--- config.mk ---
export PLATFORM = sky130hd
export DESIGN_NAME = cms_cal_sequencer
export DESIGN_NICKNAME = d
export VERILOG_FILES = /design/src/logic/cms_pkg.sv /design/src/logic/cms_ser_if.sv /design/src/logic/cms_cal_sequencer.sv /design/src/logic/cms_serial_port.sv
export SDC_FILE = /design/constraint.sdc
export NUM_CORES = 1
export LEC_CHECK = 0
export BUFFER_PORTS_ARGS = -buffer_cell sky130_fd_sc_hd__buf_2
export CAP_MARGIN = 20
export CORE_ASPECT_RATIO = 1.5
export CORE_MARGIN = 4
export CORE_UTILIZATION = 42
export DETAILED_ROUTE_END_ITERATION = 7
export PLACE_DENSITY = 0.69
export SLEW_MARGIN = 30
export SYNTH_ARGS = -nofsm -noshare
export SYNTH_HDL_FRONTEND = slang
export SYNTH_SLANG_ARGS = --single-unit
--- constraint.sdc ---
create_clock -name aclk -period 3.1 [get_ports aclk]
set_input_delay 0.155 -clock aclk [delete_from_list [all_inputs] [get_ports aclk]]
set_output_delay 0.155 -clock aclk [all_outputs]
set_load 0.01 [all_outputs]
--- src/logic/cms_pkg.sv ---
// Package of constants for the calibration mode sequencer.
// Notes on behaviour
// - Mode code 1,0,0 starts a one-step system offset calibration.
// - Offset: zero from the analog input, full scale from span to reference.
// - Host holds zero on the input; data_ready_n falls when the sequence ends.
// - Unipolar calibrates the endpoints; bipolar uses midscale and positive full scale.
// - Code 1,0,1 enters background calibration, interleaving shorted and reference steps.
// - Background calibration cuts the output rate to one sixth.
// - Background mode holds until a different mode code is written.
// - The first word after background enable is flagged invalid.
// - In background mode the second update after a step is settled.
// - Valid data after nine, nine or six output periods for self, offset, background.
// - Each system calibration step takes four output periods.
// - Reset loads the control register with a fixed default.
// - Serial reads reach output, control, calibration; writes never the output.
// - Serial port works as clock master or clock slave.
// - Code 0,0,1 runs self calibration: shorted inputs, then reference.
// - System calibration: 0,1,0 captures zero, then 0,1,1 captures full scale.
// - Clock-mode pin high selects master clocking, low selects external clock.
`default_nettype none
package cms_pkg;
    localparam int CMS_W = 24;
    localparam logic [7:0] CMS_OFS_CTRL = 8'h00;
    localparam logic [7:0] CMS_OFS_OFFS = 8'h04;
    localparam logic [7:0] CMS_OFS_GAIN = 8'h08;
    localparam logic [7:0] CMS_OFS_DATA = 8'h0C;
    localparam logic [7:0] CMS_OFS_STAT = 8'h10;
    localparam int CMS_MODE_LSB = 21;
    localparam int CMS_BIP_POS = 20;
    localparam int CMS_CALRD_POS = 19;
    localparam int CMS_CALSEL_POS = 18;
    localparam logic [23:0] CMS_CTRL_RESET = 24'h000000;
    localparam logic [23:0] CMS_OFFS_RESET = 24'h000000;
    localparam logic [23:0] CMS_GAIN_RESET = 24'h400000;
    localparam logic [23:0] CMS_MIDSCALE = 24'h800000;
    localparam logic [2:0] CMS_MD_SELF = 3'h1;
    localparam logic [2:0] CMS_MD_SYS_ZERO = 3'h2;
    localparam logic [2:0] CMS_MD_SYS_FULL = 3'h3;
    localparam logic [2:0] CMS_MD_SYS_OFFS = 3'h4;
    localparam logic [2:0] CMS_MD_BACKGND = 3'h5;
    localparam logic [1:0] CMS_NODE_AIN = 2'h0;
    localparam logic [1:0] CMS_NODE_SHORT = 2'h1;
    localparam logic [1:0] CMS_NODE_REF = 2'h2;
    localparam logic [3:0] CMS_ONE_STEP_PERIODS = 4'h9;
    localparam logic [3:0] CMS_ZERO_DONE_PERIOD = 4'h4;
    localparam logic [3:0] CMS_FULL_DONE_PERIOD = 4'h8;
    localparam logic [3:0] CMS_SYS_STEP_PERIODS = 4'h4;
    localparam logic [3:0] CMS_BG_PERIODS = 4'h6;
    localparam logic [3:0] CMS_BG_ZERO_PERIOD = 4'h2;
    localparam logic [3:0] CMS_BG_FULL_PERIOD = 4'h4;
    localparam logic [4:0] CMS_FRAME_BITS = 5'h18;
    localparam int CMS_CLK_NS = 10;
    localparam int CMS_OUT_PERIOD_NS = 100000;
    localparam int CMS_OUT_PERIOD_CYC = CMS_OUT_PERIOD_NS / CMS_CLK_NS;
    localparam int CMS_SCLK_HALF_NS = 80;
    localparam int CMS_SCLK_HALF_CYC = CMS_SCLK_HALF_NS / CMS_CLK_NS;
    localparam logic [1:0] CMS_RESP_OKAY = 2'h0;
    localparam logic [1:0] CMS_RESP_SLVERR = 2'h2;
    localparam logic [1:0] CMS_RESP_DECERR = 2'h3;
endpackage : cms_pkg
`default_nettype wire

--- src/logic/cms_ser_if.sv ---
// Interface between the sequencer core and its serial port.
`default_nettype none
interface cms_ser_if;
    logic [23:0] ctrl;
    logic [23:0] offs;
    logic [23:0] gain;
    logic [23:0] dout;
    logic dready_n;
    logic wr_ctrl;
    logic wr_cal;
    logic rd_done;
    logic [23:0] wdata;
    modport core (output ctrl, offs, gain, dout, dready_n,
                  input wr_ctrl, wr_cal, rd_done, wdata);
    modport port (input ctrl, offs, gain, dout, dready_n,
                  output wr_ctrl, wr_cal, rd_done, wdata);
endinterface : cms_ser_if
`default_nettype wire

--- src/logic/cms_cal_sequencer.sv ---
// Calibration mode sequencer top with its AXI4-Lite register slave.
//
// Design decisions made here: the AXI4-Lite interface to the registers and the address map.
`default_nettype none
module cms_cal_sequencer
    import cms_pkg::*;
#(
    parameter int OUT_PERIOD_CYC = CMS_OUT_PERIOD_CYC,
    parameter int SCLK_HALF = CMS_SCLK_HALF_CYC
)(
    input wire logic aclk,
    input wire logic aresetn,
    input wire logic [7:0] s_axi_awaddr,
    input wire logic s_axi_awvalid,
    output logic s_axi_awready,
    input wire logic [31:0] s_axi_wdata,
    input wire logic [3:0] s_axi_wstrb,
    input wire logic s_axi_wvalid,
    output logic s_axi_wready,
    output logic [1:0] s_axi_bresp,
    output logic s_axi_bvalid,
    input wire logic s_axi_bready,
    input wire logic [7:0] s_axi_araddr,
    input wire logic s_axi_arvalid,
    output logic s_axi_arready,
    output logic [31:0] s_axi_rdata,
    output logic [1:0] s_axi_rresp,
    output logic s_axi_rvalid,
    input wire logic s_axi_rready,
    input wire logic sclk_in,
    output logic sclk_out,
    output logic sclk_oe,
    input wire logic sdata_in,
    output logic sdata_out,
    output logic sdata_oe,
    input wire logic rfs_n,
    input wire logic tfs_n,
    input wire logic reg_sel,
    input wire logic clk_mode,
    input wire logic [23:0] conv_word,
    output logic [1:0] conv_node,
    output logic period_tick,
    output logic data_ready_n,
    output logic cal_busy
);
    localparam int PW = (OUT_PERIOD_CYC < 2) ? 1 : $clog2(OUT_PERIOD_CYC);
    if (OUT_PERIOD_CYC < 2)
    begin : g_chk
        $error("OUT_PERIOD_CYC must be at least two cycles.");
    end
    typedef enum logic [1:0] {SQ_NORMAL, SQ_CAL, SQ_BG} cms_sq_t;

    function automatic logic [23:0] merge_strb(input logic [23:0] old,
                                               input logic [31:0] nw,
                                               input logic [3:0] strb);
        logic [23:0] r;
        r = old;
        for (int i = 0; i < 3; i++)
        begin
            if (strb[i])
                r[i*8 +: 8] = nw[i*8 +: 8];
        end
        return r;
    endfunction : merge_strb

    // Bipolar spans only midscale to positive full scale, so the slope doubles.
    function automatic logic [23:0] span(input logic [23:0] full_c,
                                         input logic [23:0] zero_c,
                                         input logic bip);
        logic [23:0] d;
        d = full_c - zero_c;
        return bip ? {d[22:0], 1'b0} : d;
    endfunction : span

    cms_ser_if sif ();
    cms_sq_t st_reg;
    logic [23:0] ctrl_reg;
    logic [23:0] offs_reg;
    logic [23:0] gain_reg;
    logic [23:0] dout_reg;
    logic data_ready_n_n_reg;
    logic first_bad_reg;
    logic bg_pend_reg;
    logic [2:0] code_reg;
    logic [3:0] step_reg;
    logic [PW-1:0] per_reg;
    logic aw_got_reg;
    logic w_got_reg;
    logic [7:0] awaddr_reg;
    logic [31:0] wdata_reg;
    logic [3:0] wstrb_reg;
    logic bvalid_reg;
    logic [1:0] bresp_reg;
    logic rvalid_reg;
    logic [31:0] rdata_reg;
    logic [1:0] rresp_reg;

    cms_serial_port #(.SCLK_HALF(SCLK_HALF)) u_port (
        .aclk(aclk),
        .aresetn(aresetn),
        .sclk_in(sclk_in),
        .sclk_out(sclk_out),
        .sclk_oe(sclk_oe),
        .sdata_in(sdata_in),
        .sdata_out(sdata_out),
        .sdata_oe(sdata_oe),
        .rfs_n(rfs_n),
        .tfs_n(tfs_n),
        .reg_sel(reg_sel),
        .clk_mode(clk_mode),
        .sif(sif)
    );

    // Write side: address and data may arrive in either order.
    wire aw_hs = s_axi_awvalid && s_axi_awready;
    wire w_hs = s_axi_wvalid && s_axi_wready;
    wire wr_fire = aw_got_reg && w_got_reg && !bvalid_reg;
    wire wa_ctrl = (awaddr_reg == CMS_OFS_CTRL);
    wire wa_offs = (awaddr_reg == CMS_OFS_OFFS);
    wire wa_gain = (awaddr_reg == CMS_OFS_GAIN);
    wire wa_ro = (awaddr_reg == CMS_OFS_DATA) || (awaddr_reg == CMS_OFS_STAT);
    wire [1:0] wr_resp = (wa_ctrl || wa_offs || wa_gain) ? CMS_RESP_OKAY :
                         (wa_ro ? CMS_RESP_SLVERR : CMS_RESP_DECERR);
    wire axi_ctrl_wr = wr_fire && wa_ctrl;
    wire axi_offs_wr = wr_fire && wa_offs;
    wire axi_gain_wr = wr_fire && wa_gain;
    wire calsel = ctrl_reg[CMS_CALSEL_POS];
    wire ser_offs_wr = sif.wr_cal && !calsel;
    wire ser_gain_wr = sif.wr_cal && calsel;

    always_ff @(posedge aclk)
    begin
        aw_got_reg <= aresetn && !wr_fire && (aw_got_reg || aw_hs);
        w_got_reg <= aresetn && !wr_fire && (w_got_reg || w_hs);
    end
    always_ff @(posedge aclk)
    begin
        if (!aresetn)
            awaddr_reg <= 8'h00;
        else if (aw_hs)
            awaddr_reg <= {s_axi_awaddr[7:2], 2'b00};
        if (!aresetn)
            {wdata_reg, wstrb_reg} <= 36'h000000000;
        else if (w_hs)
            {wdata_reg, wstrb_reg} <= {s_axi_wdata, s_axi_wstrb};
    end
    always_ff @(posedge aclk)
    begin
        if (!aresetn)
            bvalid_reg <= 1'b0;
        else if (wr_fire)
            bvalid_reg <= 1'b1;
        else if (s_axi_bready)
            bvalid_reg <= 1'b0;
        if (!aresetn)
            bresp_reg <= CMS_RESP_OKAY;
        else if (wr_fire)
            bresp_reg <= wr_resp;
    end
    assign s_axi_awready = !aw_got_reg && !bvalid_reg;
    assign s_axi_wready = !w_got_reg && !bvalid_reg;
    assign s_axi_bvalid = bvalid_reg;
    assign s_axi_bresp = bresp_reg;

    // Read side: one outstanding read, answered the cycle after it is taken.
    wire ar_hs = s_axi_arvalid && s_axi_arready;
    wire [7:0] ra = {s_axi_araddr[7:2], 2'b00};
    wire [7:0] stat = {step_reg, first_bad_reg, (st_reg == SQ_BG), cal_busy, data_ready_n_n_reg};
    wire ra_hit = (ra == CMS_OFS_CTRL) || (ra == CMS_OFS_OFFS) || (ra == CMS_OFS_GAIN) ||
                  (ra == CMS_OFS_DATA) || (ra == CMS_OFS_STAT);
    wire [23:0] rd_mux = (ra == CMS_OFS_CTRL) ? ctrl_reg :
                         (ra == CMS_OFS_OFFS) ? offs_reg :
                         (ra == CMS_OFS_GAIN) ? gain_reg :
                         (ra == CMS_OFS_DATA) ? dout_reg :
                         (ra == CMS_OFS_STAT) ? {16'h0000, stat} : 24'h000000;
    always_ff @(posedge aclk)
    begin
        if (!aresetn)
            rvalid_reg <= 1'b0;
        else if (ar_hs)
            rvalid_reg <= 1'b1;
        else if (s_axi_rready)
            rvalid_reg <= 1'b0;
    end
    wire [1:0] rd_resp = ra_hit ? CMS_RESP_OKAY : CMS_RESP_DECERR;
    always_ff @(posedge aclk)
    begin
        if (!aresetn)
            {rdata_reg, rresp_reg} <= {32'h00000000, CMS_RESP_OKAY};
        else if (ar_hs)
            {rdata_reg, rresp_reg} <= {8'h00, rd_mux, rd_resp};
    end
    assign s_axi_arready = !rvalid_reg;
    assign s_axi_rvalid = rvalid_reg;
    assign s_axi_rdata = rdata_reg;
    assign s_axi_rresp = rresp_reg;

    // Control writes from either port; the bus wins a same-cycle collision.
    wire ctrl_wr = axi_ctrl_wr || sif.wr_ctrl;
    wire [23:0] ctrl_new = axi_ctrl_wr ? merge_strb(ctrl_reg, wdata_reg, wstrb_reg) :
                           sif.wdata;
    wire [2:0] md_new = ctrl_new[CMS_MODE_LSB +: 3];
    wire md_cal = (md_new >= CMS_MD_SELF) && (md_new <= CMS_MD_SYS_OFFS);
    // Rewriting the background code keeps the running sequence undisturbed.
    wire bg_start = (md_new == CMS_MD_BACKGND) && (st_reg != SQ_BG);
    wire start = ctrl_wr && (md_cal || bg_start);
    wire stop = ctrl_wr && !md_cal && (md_new != CMS_MD_BACKGND);
    wire bip = ctrl_reg[CMS_BIP_POS];

    always_ff @(posedge aclk)
    begin
        if (!aresetn)
            ctrl_reg <= CMS_CTRL_RESET;
        else if (ctrl_wr)
            ctrl_reg <= ctrl_new;
    end

    // Output period timer; a calibration command restarts it like a filter reset.
    wire tick = (per_reg == PW'(OUT_PERIOD_CYC - 1));
    always_ff @(posedge aclk)
    begin
        if (!aresetn || start)
            per_reg <= '0;
        else
            per_reg <= tick ? '0 : per_reg + PW'(1);
    end
    assign period_tick = tick;

    wire [3:0] step_n = step_reg + 4'h1;
    wire one_step = (code_reg == CMS_MD_SELF) || (code_reg == CMS_MD_SYS_OFFS);
    wire cal_t = (st_reg == SQ_CAL) && tick;
    wire bg_t = (st_reg == SQ_BG) && tick;
    wire zero_cap = cal_t && one_step && (step_n == CMS_ZERO_DONE_PERIOD);
    wire full_cap = cal_t && one_step && (step_n == CMS_FULL_DONE_PERIOD);
    wire one_done = cal_t && one_step && (step_n == CMS_ONE_STEP_PERIODS);
    wire sys_done = cal_t && !one_step && (step_n == CMS_SYS_STEP_PERIODS);
    wire sz_cap = sys_done && (code_reg == CMS_MD_SYS_ZERO);
    wire sf_cap = sys_done && (code_reg == CMS_MD_SYS_FULL);
    wire bz_cap = bg_t && (step_n == CMS_BG_ZERO_PERIOD);
    wire bf_cap = bg_t && (step_n == CMS_BG_FULL_PERIOD);
    wire bg_out = bg_t && (step_n == CMS_BG_PERIODS);
    wire nm_out = (st_reg == SQ_NORMAL) && tick;
    wire word_evt = one_done || sys_done || bg_out || nm_out;
    wire [23:0] word = conv_word - offs_reg + (bip ? CMS_MIDSCALE : 24'h000000);

    always_ff @(posedge aclk)
    begin
        if (!aresetn || stop)
            st_reg <= SQ_NORMAL;
        else if (start)
            st_reg <= bg_start ? SQ_BG : SQ_CAL;
        else if (one_done || sys_done)
            st_reg <= SQ_NORMAL;
    end
    always_ff @(posedge aclk)
    begin
        if (!aresetn)
            code_reg <= 3'h0;
        else if (start)
            code_reg <= md_new;
        if (!aresetn || start)
            step_reg <= 4'h0;
        else if (bg_t)
            step_reg <= bg_out ? 4'h0 : step_n;
        else if (cal_t)
            step_reg <= step_n;
    end

    // Coefficients land no later than the edge that lowers data_ready_n; only system steps use that same edge.
    always_ff @(posedge aclk)
    begin
        if (!aresetn)
            offs_reg <= CMS_OFFS_RESET;
        else if (zero_cap || sz_cap || bz_cap)
            offs_reg <= conv_word;
        else if (axi_offs_wr)
            offs_reg <= merge_strb(offs_reg, wdata_reg, wstrb_reg);
        else if (ser_offs_wr)
            offs_reg <= sif.wdata;
    end
    always_ff @(posedge aclk)
    begin
        if (!aresetn)
            gain_reg <= CMS_GAIN_RESET;
        else if (full_cap || sf_cap || bf_cap)
            gain_reg <= span(conv_word, offs_reg, bip);
        else if (axi_gain_wr)
            gain_reg <= merge_strb(gain_reg, wdata_reg, wstrb_reg);
        else if (ser_gain_wr)
            gain_reg <= sif.wdata;
    end
    always_ff @(posedge aclk)
    begin
        if (!aresetn)
            dout_reg <= 24'h000000;
        else if (word_evt)
            dout_reg <= word;
    end
    // A fresh word beats a read completion that lands in the same cycle.
    // A command raises the line even over an old-mode word, so it stays high until done.
    always_ff @(posedge aclk)
    begin
        if (!aresetn || start)
            data_ready_n_n_reg <= 1'b1;
        else if (word_evt)
            data_ready_n_n_reg <= 1'b0;
        else if (sif.rd_done)
            data_ready_n_n_reg <= 1'b1;
    end
    // The flag stands over the whole first background word and drops with the second.
    always_ff @(posedge aclk)
    begin
        if (!aresetn)
            {bg_pend_reg, first_bad_reg} <= 2'b00;
        else if (start)
            {bg_pend_reg, first_bad_reg} <= {bg_start, bg_start};
        else if (word_evt)
            {bg_pend_reg, first_bad_reg} <= {1'b0, bg_pend_reg && bg_out};
    end

    // Node the modulator converts during each period of the sequence.
    wire [1:0] one_node = (step_reg < CMS_ZERO_DONE_PERIOD) ?
                          ((code_reg == CMS_MD_SELF) ? CMS_NODE_SHORT : CMS_NODE_AIN) :
                          ((step_reg < CMS_FULL_DONE_PERIOD) ? CMS_NODE_REF : CMS_NODE_AIN);
    wire [1:0] bg_node = (step_reg < CMS_BG_ZERO_PERIOD) && (step_reg != 4'h0) ?
                         CMS_NODE_SHORT :
                         ((step_reg >= CMS_BG_ZERO_PERIOD) && (step_reg < CMS_BG_FULL_PERIOD) ?
                          CMS_NODE_REF : CMS_NODE_AIN);
    assign conv_node = (st_reg == SQ_BG) ? bg_node :
                       ((st_reg == SQ_CAL) && one_step ? one_node : CMS_NODE_AIN);
    assign data_ready_n = data_ready_n_n_reg;
    assign cal_busy = (st_reg == SQ_CAL);
    assign sif.ctrl = ctrl_reg;
    assign sif.offs = offs_reg;
    assign sif.gain = gain_reg;
    assign sif.dout = dout_reg;
    assign sif.dready_n = data_ready_n_n_reg;
endmodule : cms_cal_sequencer
`default_nettype wire

--- src/logic/cms_serial_port.sv ---
// Serial register port of the sequencer, clock master or clock slave.
`default_nettype none
module cms_serial_port
    import cms_pkg::*;
#(
    parameter int SCLK_HALF = CMS_SCLK_HALF_CYC
)(
    input wire logic aclk,
    input wire logic aresetn,
    input wire logic sclk_in,
    output logic sclk_out,
    output logic sclk_oe,
    input wire logic sdata_in,
    output logic sdata_out,
    output logic sdata_oe,
    input wire logic rfs_n,
    input wire logic tfs_n,
    input wire logic reg_sel,
    input wire logic clk_mode,
    cms_ser_if.port sif
);
    localparam int DW = (SCLK_HALF < 2) ? 1 : $clog2(SCLK_HALF);
    if (SCLK_HALF < 1)
    begin : g_chk
        $error("SCLK_HALF must be at least one cycle.");
    end
    typedef enum logic [1:0] {SP_IDLE, SP_READ, SP_WRITE} cms_sp_t;
    cms_sp_t st_reg;
    logic [5:0] s1_reg;
    logic [5:0] s2_reg;
    logic prev_reg;
    logic sclk_reg;
    logic [DW-1:0] div_reg;
    logic [4:0] cnt_reg;
    logic [23:0] sh_reg;
    logic out_rd_reg;
    logic wr_ctrl_reg;
    logic wr_cal_reg;
    logic rd_done_reg;
    // Every pin passes two flops; the first stage feeds nothing but the second.
    always_ff @(posedge aclk)
    begin
        s1_reg <= {sclk_in, sdata_in, rfs_n, tfs_n, reg_sel, clk_mode};
        s2_reg <= s1_reg;
    end
    wire sclk_s = s2_reg[5];
    wire sdata_s = s2_reg[4];
    wire rfs_s = s2_reg[3];
    wire tfs_s = s2_reg[2];
    wire sel_s = s2_reg[1];
    wire master = s2_reg[0];
    wire calrd = sif.ctrl[CMS_CALRD_POS];
    wire calsel = sif.ctrl[CMS_CALSEL_POS];
    wire out_rd = sel_s && !calrd;
    wire [23:0] cal_word = calsel ? sif.gain : sif.offs;
    wire [23:0] rd_word = !sel_s ? sif.ctrl : (calrd ? cal_word : sif.dout);
    wire toggle = master && (st_reg != SP_IDLE) && (div_reg == DW'(SCLK_HALF - 1));
    wire rise = master ? (toggle && !sclk_reg) : (sclk_s && !prev_reg);
    wire fall = master ? (toggle && sclk_reg) : (!sclk_s && prev_reg);
    wire full = (cnt_reg == CMS_FRAME_BITS);
    wire strobe_off = (st_reg == SP_READ) ? rfs_s : tfs_s;
    wire rd_end = (st_reg == SP_READ) && full && fall;
    wire wr_end = (st_reg == SP_WRITE) && full;
    // An output read with no fresh word is refused, as the pin protocol demands.
    wire go_rd = !rfs_s && !(out_rd && sif.dready_n);
    always_ff @(posedge aclk)
    begin
        if (!aresetn)
            st_reg <= SP_IDLE;
        else if (st_reg == SP_IDLE)
            st_reg <= go_rd ? SP_READ : (!tfs_s ? SP_WRITE : SP_IDLE);
        else if (strobe_off || rd_end || wr_end)
            st_reg <= SP_IDLE;
    end
    always_ff @(posedge aclk)
    begin
        prev_reg <= aresetn ? sclk_s : 1'b1;
        if (!aresetn || st_reg == SP_IDLE)
            div_reg <= '0;
        else
            div_reg <= toggle ? '0 : div_reg + DW'(1);
        if (!aresetn || st_reg == SP_IDLE)
            sclk_reg <= 1'b1;
        else if (toggle)
            sclk_reg <= !sclk_reg;
    end
    always_ff @(posedge aclk)
    begin
        if (!aresetn || st_reg == SP_IDLE)
            cnt_reg <= 5'h00;
        else if (rise && !full)
            cnt_reg <= cnt_reg + 5'h01;
    end
    always_ff @(posedge aclk)
    begin
        if (!aresetn)
            sh_reg <= 24'h000000;
        else if (st_reg == SP_IDLE)
            sh_reg <= rd_word;
        else if (st_reg == SP_WRITE && rise && !full)
            sh_reg <= {sh_reg[22:0], sdata_s};
        else if (st_reg == SP_READ && fall && cnt_reg != 5'h00 && !full)
            sh_reg <= {sh_reg[22:0], 1'b0};
    end
    always_ff @(posedge aclk)
    begin
        if (!aresetn)
            out_rd_reg <= 1'b0;
        else if (st_reg == SP_IDLE)
            out_rd_reg <= out_rd;
        wr_ctrl_reg <= aresetn && wr_end && !sel_s;
        wr_cal_reg <= aresetn && wr_end && sel_s;
        rd_done_reg <= aresetn && rd_end && out_rd_reg;
    end
    assign sclk_out = sclk_reg;
    assign sclk_oe = master && (st_reg != SP_IDLE);
    assign sdata_out = sh_reg[23];
    assign sdata_oe = (st_reg == SP_READ);
    assign sif.wr_ctrl = wr_ctrl_reg;
    assign sif.wr_cal = wr_cal_reg;
    assign sif.rd_done = rd_done_reg;
    assign sif.wdata = sh_reg;
endmodule : cms_serial_port
`default_nettype wire

==> results of run 1 <==
## cell families after synthesis
group	count (synthesis)
AOI/OAI and AO/OA	435
xor gates and xnor gates	42
adders and majority gates	33
buffers and inverters	161
DFF	238
muxes	155
other	1
and+or+nand+nor	649
## placed cells by master (no fill, tap or decap), drive strengths merged, types with 14 or more instances in the layout
cell type / instances
buf: 177
a221oi: 19
a311oi: 18
nor2: 224
a21oi: 160
dlygate4sd3: 46
and2: 14
o21ai: 106
dfxtp: 238
xnor2: 21
inv: 41
nand2: 268
mux2i: 138
nor3: 44
ha: 32
mux2: 17
a211oi: 45
nand3: 29
clkbuf: 32
xor2: 20
## routing by layer
metal / routed length (um) / share of wire, % / track usage, % / up-vias
li1: - / - / - / 6293
met1: 17100 / 38 / 27.9 / 6345
met2: 21800 / 49 / 43.7 / 513
met3: 2730 / 6.1 / 3.65 / 173
met4: 3110 / 7.0 / 15.6 / 0
met5: 0 / 0 / 0 / -
## area by class of cell
class / instances / area, um2
fill: 3025 / 15300
multi-input combinational: 1322 / 8010
sequential: 238 / 4770
timing repair buffer: 223 / 1590
clock buffer: 32 / 692
tap: 405 / 507
clock inverter: 13 / 195
inverter: 41 / 159
antenna: 2 / 5.00
## worst max-delay path, stage by stage (launching register included)
cell,delay [ns]
sky130_fd_sc_hd__dfxtp_1,0.35
sky130_fd_sc_hd__or4b_4,0.56
sky130_fd_sc_hd__or4_1,0.67
sky130_fd_sc_hd__nor4b_4,0.37
sky130_fd_sc_hd__o21ai_2,0.36
sky130_fd_sc_hd__o2111ai_1,0.22
sky130_fd_sc_hd__a21boi_1,0.21
sky130_fd_sc_hd__o31ai_1,0.09
## through the flow
step	cell area [um2]	setup WS [ns]
6_report	15900	0.140
5_1_grt	15900	0.00476
4_1_cts	15900	0.153
3_5_place_dp	14600	0.158
3_3_place_gp	14600	0.213
2_1_floorplan	13400	0.553
## worst max path at each step
stage	to	slack, ns	depth (start not counted)
2_1_floorplan	dout_reg[23]	0.55	10
6_report	gain_reg[23]	0.14	7
5_1_grt	dout_reg[0]	0.005	9
3_5_place_dp	gain_reg[23]	0.16	7
3_3_place_gp	dout_reg[23]	0.21	10
4_1_cts	dout_reg[23]	0.15	10
## repair_timing
item | CTS | global route
resized for setup | 0 | 4
hold buffers | 46 | 0
endpoints found under the hold margin | 44 | 0
setup endpoints to repair | 0 | 9
## power by group
part	internal, uW	switching (uW)	total, uW
logic	299	492	791
clock network	1990	1310	3300
registers	3130	71.5	3200
==> flow_summary.json, run 1 <==
{
  "max_cap_viol": 0,
  "timing.hold.ws_ns": 0.0151,
  "clkLatencyLatePin_ns": 0.54,
  "yosys_register_bits": 238,
  "synth_fa_ha_area_share_pct": 3.14,
  "synth.largest_area_cell": "sky130_fd_sc_hd__dfxtp_1",
  "vdd_drop_max_mv": 0.403,
  "routed_wirelength_um": 44700,
  "yosysWarnings": 0,
  "most_used_dff_post_synth": "sky130_fd_sc_hd__dfxtp_1",
  "grt_max_degree": 97,
  "layout_area_overhead_pct": 18.9,
  "run_status": "completed",
  "grt_pass1_wl_um": 69600,
  "post-synth-top-count-cell": "sky130_fd_sc_hd__nand2_1",
  "detail-route-antenna-nets": 0,
  "io_pins": 139,
  "drt_pass1_iterations": 5,
  "skew_ns": 0.0183,
  "layout-drive-gt1-share_pct": 14.6,
  "grt_remaining_overflow": 0,
  "finalCritPeriodShare_pct": 95.5,
  "muxShareOfSynthArea_pct": 11.7,
  "synthArstFlopShare_pct": 0,
  "post_synthesis_compound_gate_area_fraction_pct": 20.2,
  "drc": 0,
  "report.final.slew_viol_count": 0,
  "setup_repair_after_global_routing_missed_its_margin": "false",
  "slew_at_the_pin_closest_to_its_max_slew_limit_ns": 1.01,
  "timing.hold.worst_path_depth": 5,
  "critPathCaptureType": "register",
  "initial_utilization_pct": 42.9,
  "cts_buffer_depth": 3,
  "rr_worst_depth": 7,
  "worst-setup-path-type": "register to register",
  "dp.final_hpwl_um": 31600,
  "die_w_um": 154,
  "syn_area_per_cell_um2": 7.81,
  "maxSlewHeadroom_pct": 32.7,
  "fin_cells": 2276,
  "cp-start-kind": "register",
  "p_per_area_mw_per_mm2": 458,
  "floorplan.die.height_um": 227,
  "core_area_mm2": 0.0312,
  "clock.fmax_mhz": 338,
  "clk_pin_slew_worst_paths_ns": 0.07,
  "setup.reg_to_reg.worst_slack_ns": 0.14,
  "cts_made_buffers": 25,
  "design_power_total_uw": 7290,
  "timing.critical_path.required_ns": 3.50,
  "globalplace.congestion": 0.956,
  "htree_levels": 1,
  "hold_violations": 0,
  "cts_root_buffer": "sky130_fd_sc_hd__clkbuf_16",
  "detail_route.wl_per_cell_um": 19.6,
  "synth_sequential_area_ratio_pct": 35.6,
  "post-route-util_pct": 51.0,
  "synth_top_area_share_pct": 35.6,
  "grt_antenna_before_repair": 2,
  "num-nets-final": 1973,
  "largest_family_of_logic_cells_by_synthesized_area": "simple AND/OR/NAND/NOR gates",
  "worstReg2RegStart": "per_reg[5]",
  "rows": 79,
  "synth.cell_area_mm2": 0.0134,
  "post-cts-setup-buffers": 0,
  "grt_pass1_vias": 13000,
  "final_period_minus_worst_setup_slack_ns": 2.96,
  "design.die.area_mm2": 0.0349,
  "cts.sink_count": 238,
  "synth_xor_xnor_area_share_pct": 2.85,
  "critical_path.startpoint": "per_reg[5]",
  "worst_hold_startpoint": "conv_word[0]",
  "finalSetupTns_ns": 0,
  "synth_cells": 1714,
  "clock_tree_from_tritoncts": "done",
  "worstPathMaxFanout": 15,
  "yosysUniqueCellTypes": 80,
  "drt_iter0_markers": 936,
  "hp-class": "input port to register",
  "port-buffer-count": 117,
  "via_count": 13300,
  "r2r_end": "gain_reg[23]",
  "cellLeakagePower_uw": 0.00585,
  "cp_data_arrival_time_ns": 3.36,
  "synth_enable_flop_cells": 0,
  "synth.area.top_cells": "sky130_fd_sc_hd__dfxtp_1 36%, sky130_fd_sc_hd__mux2i_1 10%, sky130_fd_sc_hd__nand2_1 7.4%",
  "timing.final.setup_violations": 0,
  "dp_cells": 2183,
  "global_route.usage.total_pct": 24.7,
  "synth.cells.most_frequent": "264 x sky130_fd_sc_hd__nand2_1, 238 x sky130_fd_sc_hd__dfxtp_1, 223 x sky130_fd_sc_hd__nor2_1, 159 x sky130_fd_sc_hd__a21oi_1, 138 x sky130_fd_sc_hd__mux2i_1",
  "min_to": "offs_reg[0]",
  "detail_route.vias_per_cell": 5.85,
  "synthSimpleGateAreaFrac_pct": 21.2
}
No activity file was read; power rests on OpenSTA's default activity.
==> run 2, diff against run 1 <==
REMOVE_ABC_BUFFERS = 1   (was default)
==> run 2 against run 1 <==
Net effect:
- clock power is 3% higher
- register-to-register slack about the same
- maximum frequency barely moved
- sequential cell count is the same
- combinational power decreased by 0.6%
- sequential share of layout area down 0.15 points
- global-route usage decreased by 0.51 points
- non-clock buffer count grew 4
- via count is 0.73% lower
- cell count hardly changed
- critical path depth up 4
==> flow_summary.json, run 2 (same netlist as run 1, synthesis figures left out) <==
{
  "drt_iter0_markers": 950,
  "r2r_end": "dout_reg[23]",
  "critPathCaptureType": "register",
  "grt_remaining_overflow": 0,
  "grt_antenna_before_repair": 1,
  "core_area_mm2": 0.0312,
  "htree_levels": 1,
  "clkLatencyLatePin_ns": 0.55,
  "fill_cells": 3019,
  "post-route-util_pct": 51.2,
  "antennaDiodeCount": 0,
  "grt_max_degree": 70,
  "clock.fmax_mhz": 338,
  "cp-endpoint": "dout_reg[23]",
  "hold_violations": 0,
  "most-common-layout-cells": "264 x sky130_fd_sc_hd__nand2_1, 237 x sky130_fd_sc_hd__dfxtp_1, 223 x sky130_fd_sc_hd__nor2_1, 159 x sky130_fd_sc_hd__a21oi_1, 138 x sky130_fd_sc_hd__mux2i_1",
  "layout_commonest_cell": "sky130_fd_sc_hd__nand2_1",
  "critical_path.startpoint": "offs_reg[1]",
  "finalWorstSetupSlack_ns": 0.141,
  "worstReg2RegStart": "offs_reg[1]",
  "cts.sink_count": 238,
  "grt_pass1_wl_um": 68600,
  "globalplace.congestion": 1.02,
  "global_route.usage.total_pct": 24.2,
  "max_cap_viol": 0,
  "rows": 79,
  "fin_cells": 2278,
  "setup_repair_after_global_routing_missed_its_margin": "false",
  "cts_buffer_depth": 3,
  "slew_at_the_pin_closest_to_its_max_slew_limit_ns": 0.950,
  "die_w_um": 154,
  "cp-start-kind": "register",
  "maxSlewHeadroom_pct": 36.5,
  "detail_route.wl_per_cell_um": 19.3,
  "hp-class": "input port to register",
  "cts_root_buffer": "sky130_fd_sc_hd__clkbuf_16",
  "timing.final.setup_violations": 0,
  "clk_pin_slew_worst_paths_ns": 0.07,
  "initial_utilization_pct": 42.9,
  "p_per_area_mw_per_mm2": 462,
  "routed_wirelength_um": 43900,
  "run_status": "completed",
  "num-nets-final": 1977,
  "rr_worst_depth": 11,
  "finalCritPeriodShare_pct": 95.5,
  "worst-setup-path-type": "register to register",
  "cp_data_arrival_time_ns": 3.40,
  "vdd_drop_max_mv": 0.371,
  "cellLeakagePower_uw": 0.00590,
  "detail-route-antenna-nets": 0,
  "post-place-ws_ns": 0.119,
  "worstPathMaxFanout": 4,
  "io_pins": 139,
  "setup.reg_to_reg.worst_slack_ns": 0.14,
  "clock_tree_from_tritoncts": "done",
  "dp.final_hpwl_um": 30600,
  "layout-drive-gt1-share_pct": 14.8,
  "timing.critical_path.required_ns": 3.54,
  "floorplan.die.height_um": 227,
  "dp_cells": 2183,
  "grt_pass1_vias": 13200,
  "drc": 0,
  "port-buffer-count": 117,
  "post-cts-setup-buffers": 0,
  "detail_route.vias_per_cell": 5.81,
  "skew_ns": 0.0250,
  "design.die.area_mm2": 0.0349,
  "drt_pass1_iterations": 5,
  "final_period_minus_worst_setup_slack_ns": 2.96,
  "cts_made_buffers": 25,
  "via_count": 13200,
  "layout_area_overhead_pct": 19.5,
  "report.final.slew_viol_count": 0
}
run 2: cell type report:
cell class	instances	area, um2	share of cell area, %
Clock buffer	28	667	4.17
Clock inverter	17	264	1.65
Inverter	41	159	0.993
Multi-Input combinational cell	1322	8020	50.1
Sequential cell	238	4770	29.8
Tap cell	405	507	3.17
Timing Repair Buffer	227	1620	10.1
run 2: worst max-delay path: stages (launching register included):
cell and delay (ns):
sky130_fd_sc_hd__dfxtp_1 0.39, sky130_fd_sc_hd__inv_1 0.10, sky130_fd_sc_hd__ha_1 0.27, sky130_fd_sc_hd__nor2b_1 0.17, sky130_fd_sc_hd__o2111ai_1 0.15, sky130_fd_sc_hd__a2111oi_0 0.54, sky130_fd_sc_hd__buf_4 0.20, sky130_fd_sc_hd__o21ai_0 0.13
sky130_fd_sc_hd__nand2_1 0.20, sky130_fd_sc_hd__a31oi_2 0.16, sky130_fd_sc_hd__xnor3_1 0.36, sky130_fd_sc_hd__o211a_1 0.21
run 2: how the worst min path moves through the flow:
stage / from / to / slack (ns) / cells after the start
3_5_place_dp: sdata_in / u_port.s1_reg[4] / 0.26 / 1
5_1_grt: conv_word[0] / offs_reg[0] / 0.06 / 5
4_1_cts: conv_word[0] / offs_reg[0] / 0.007 / 5
2_1_floorplan: clk_mode / u_port.s1_reg[0] / 0.18 / 0
6_report: conv_word[17] / offs_reg[17] / 0.02 / 5
3_3_place_gp: sdata_in / u_port.s1_reg[4] / 0.26 / 1
run 2: through the flow:
stage | total power [uW] | area [um2] | hold WS (ns) | setup TNS, ns
floorplan | 3670 | 12900 | 0.183 | -182.88
global placement | 3980 | 14600 | 0.259 | 0
detailed placement | 3990 | 14600 | 0.259 | 0
CTS | 7430 | 16000 | 0.00688 | 0
global route | 7630 | 16000 | 0.0571 | 0
finish | 7390 | 16000 | 0.0186 | 0
run 2: layer usage:
layer  up-vias  routed length (um)  GRT usage [%]
met1      6167               16400           27.3
li1       6302                   -              -
met3       185                3150           3.72
met2       571               21600           42.8
met5         -                  12              0
met4         2                2770           15.0
run 2: timing repair:
action / CTS / global route
hold buffers: 50 / 0
hold endpoints to repair: 49 / 0
setup endpoints to repair: 0 / 11
resized for setup: 0 / 3
run 2: power by group:
part           leakage (uW)  internal (uW)  switching [uW]
clock network      0.000456           2060            1340
logic               0.00351            301             485
registers           0.00193           3130            71.5
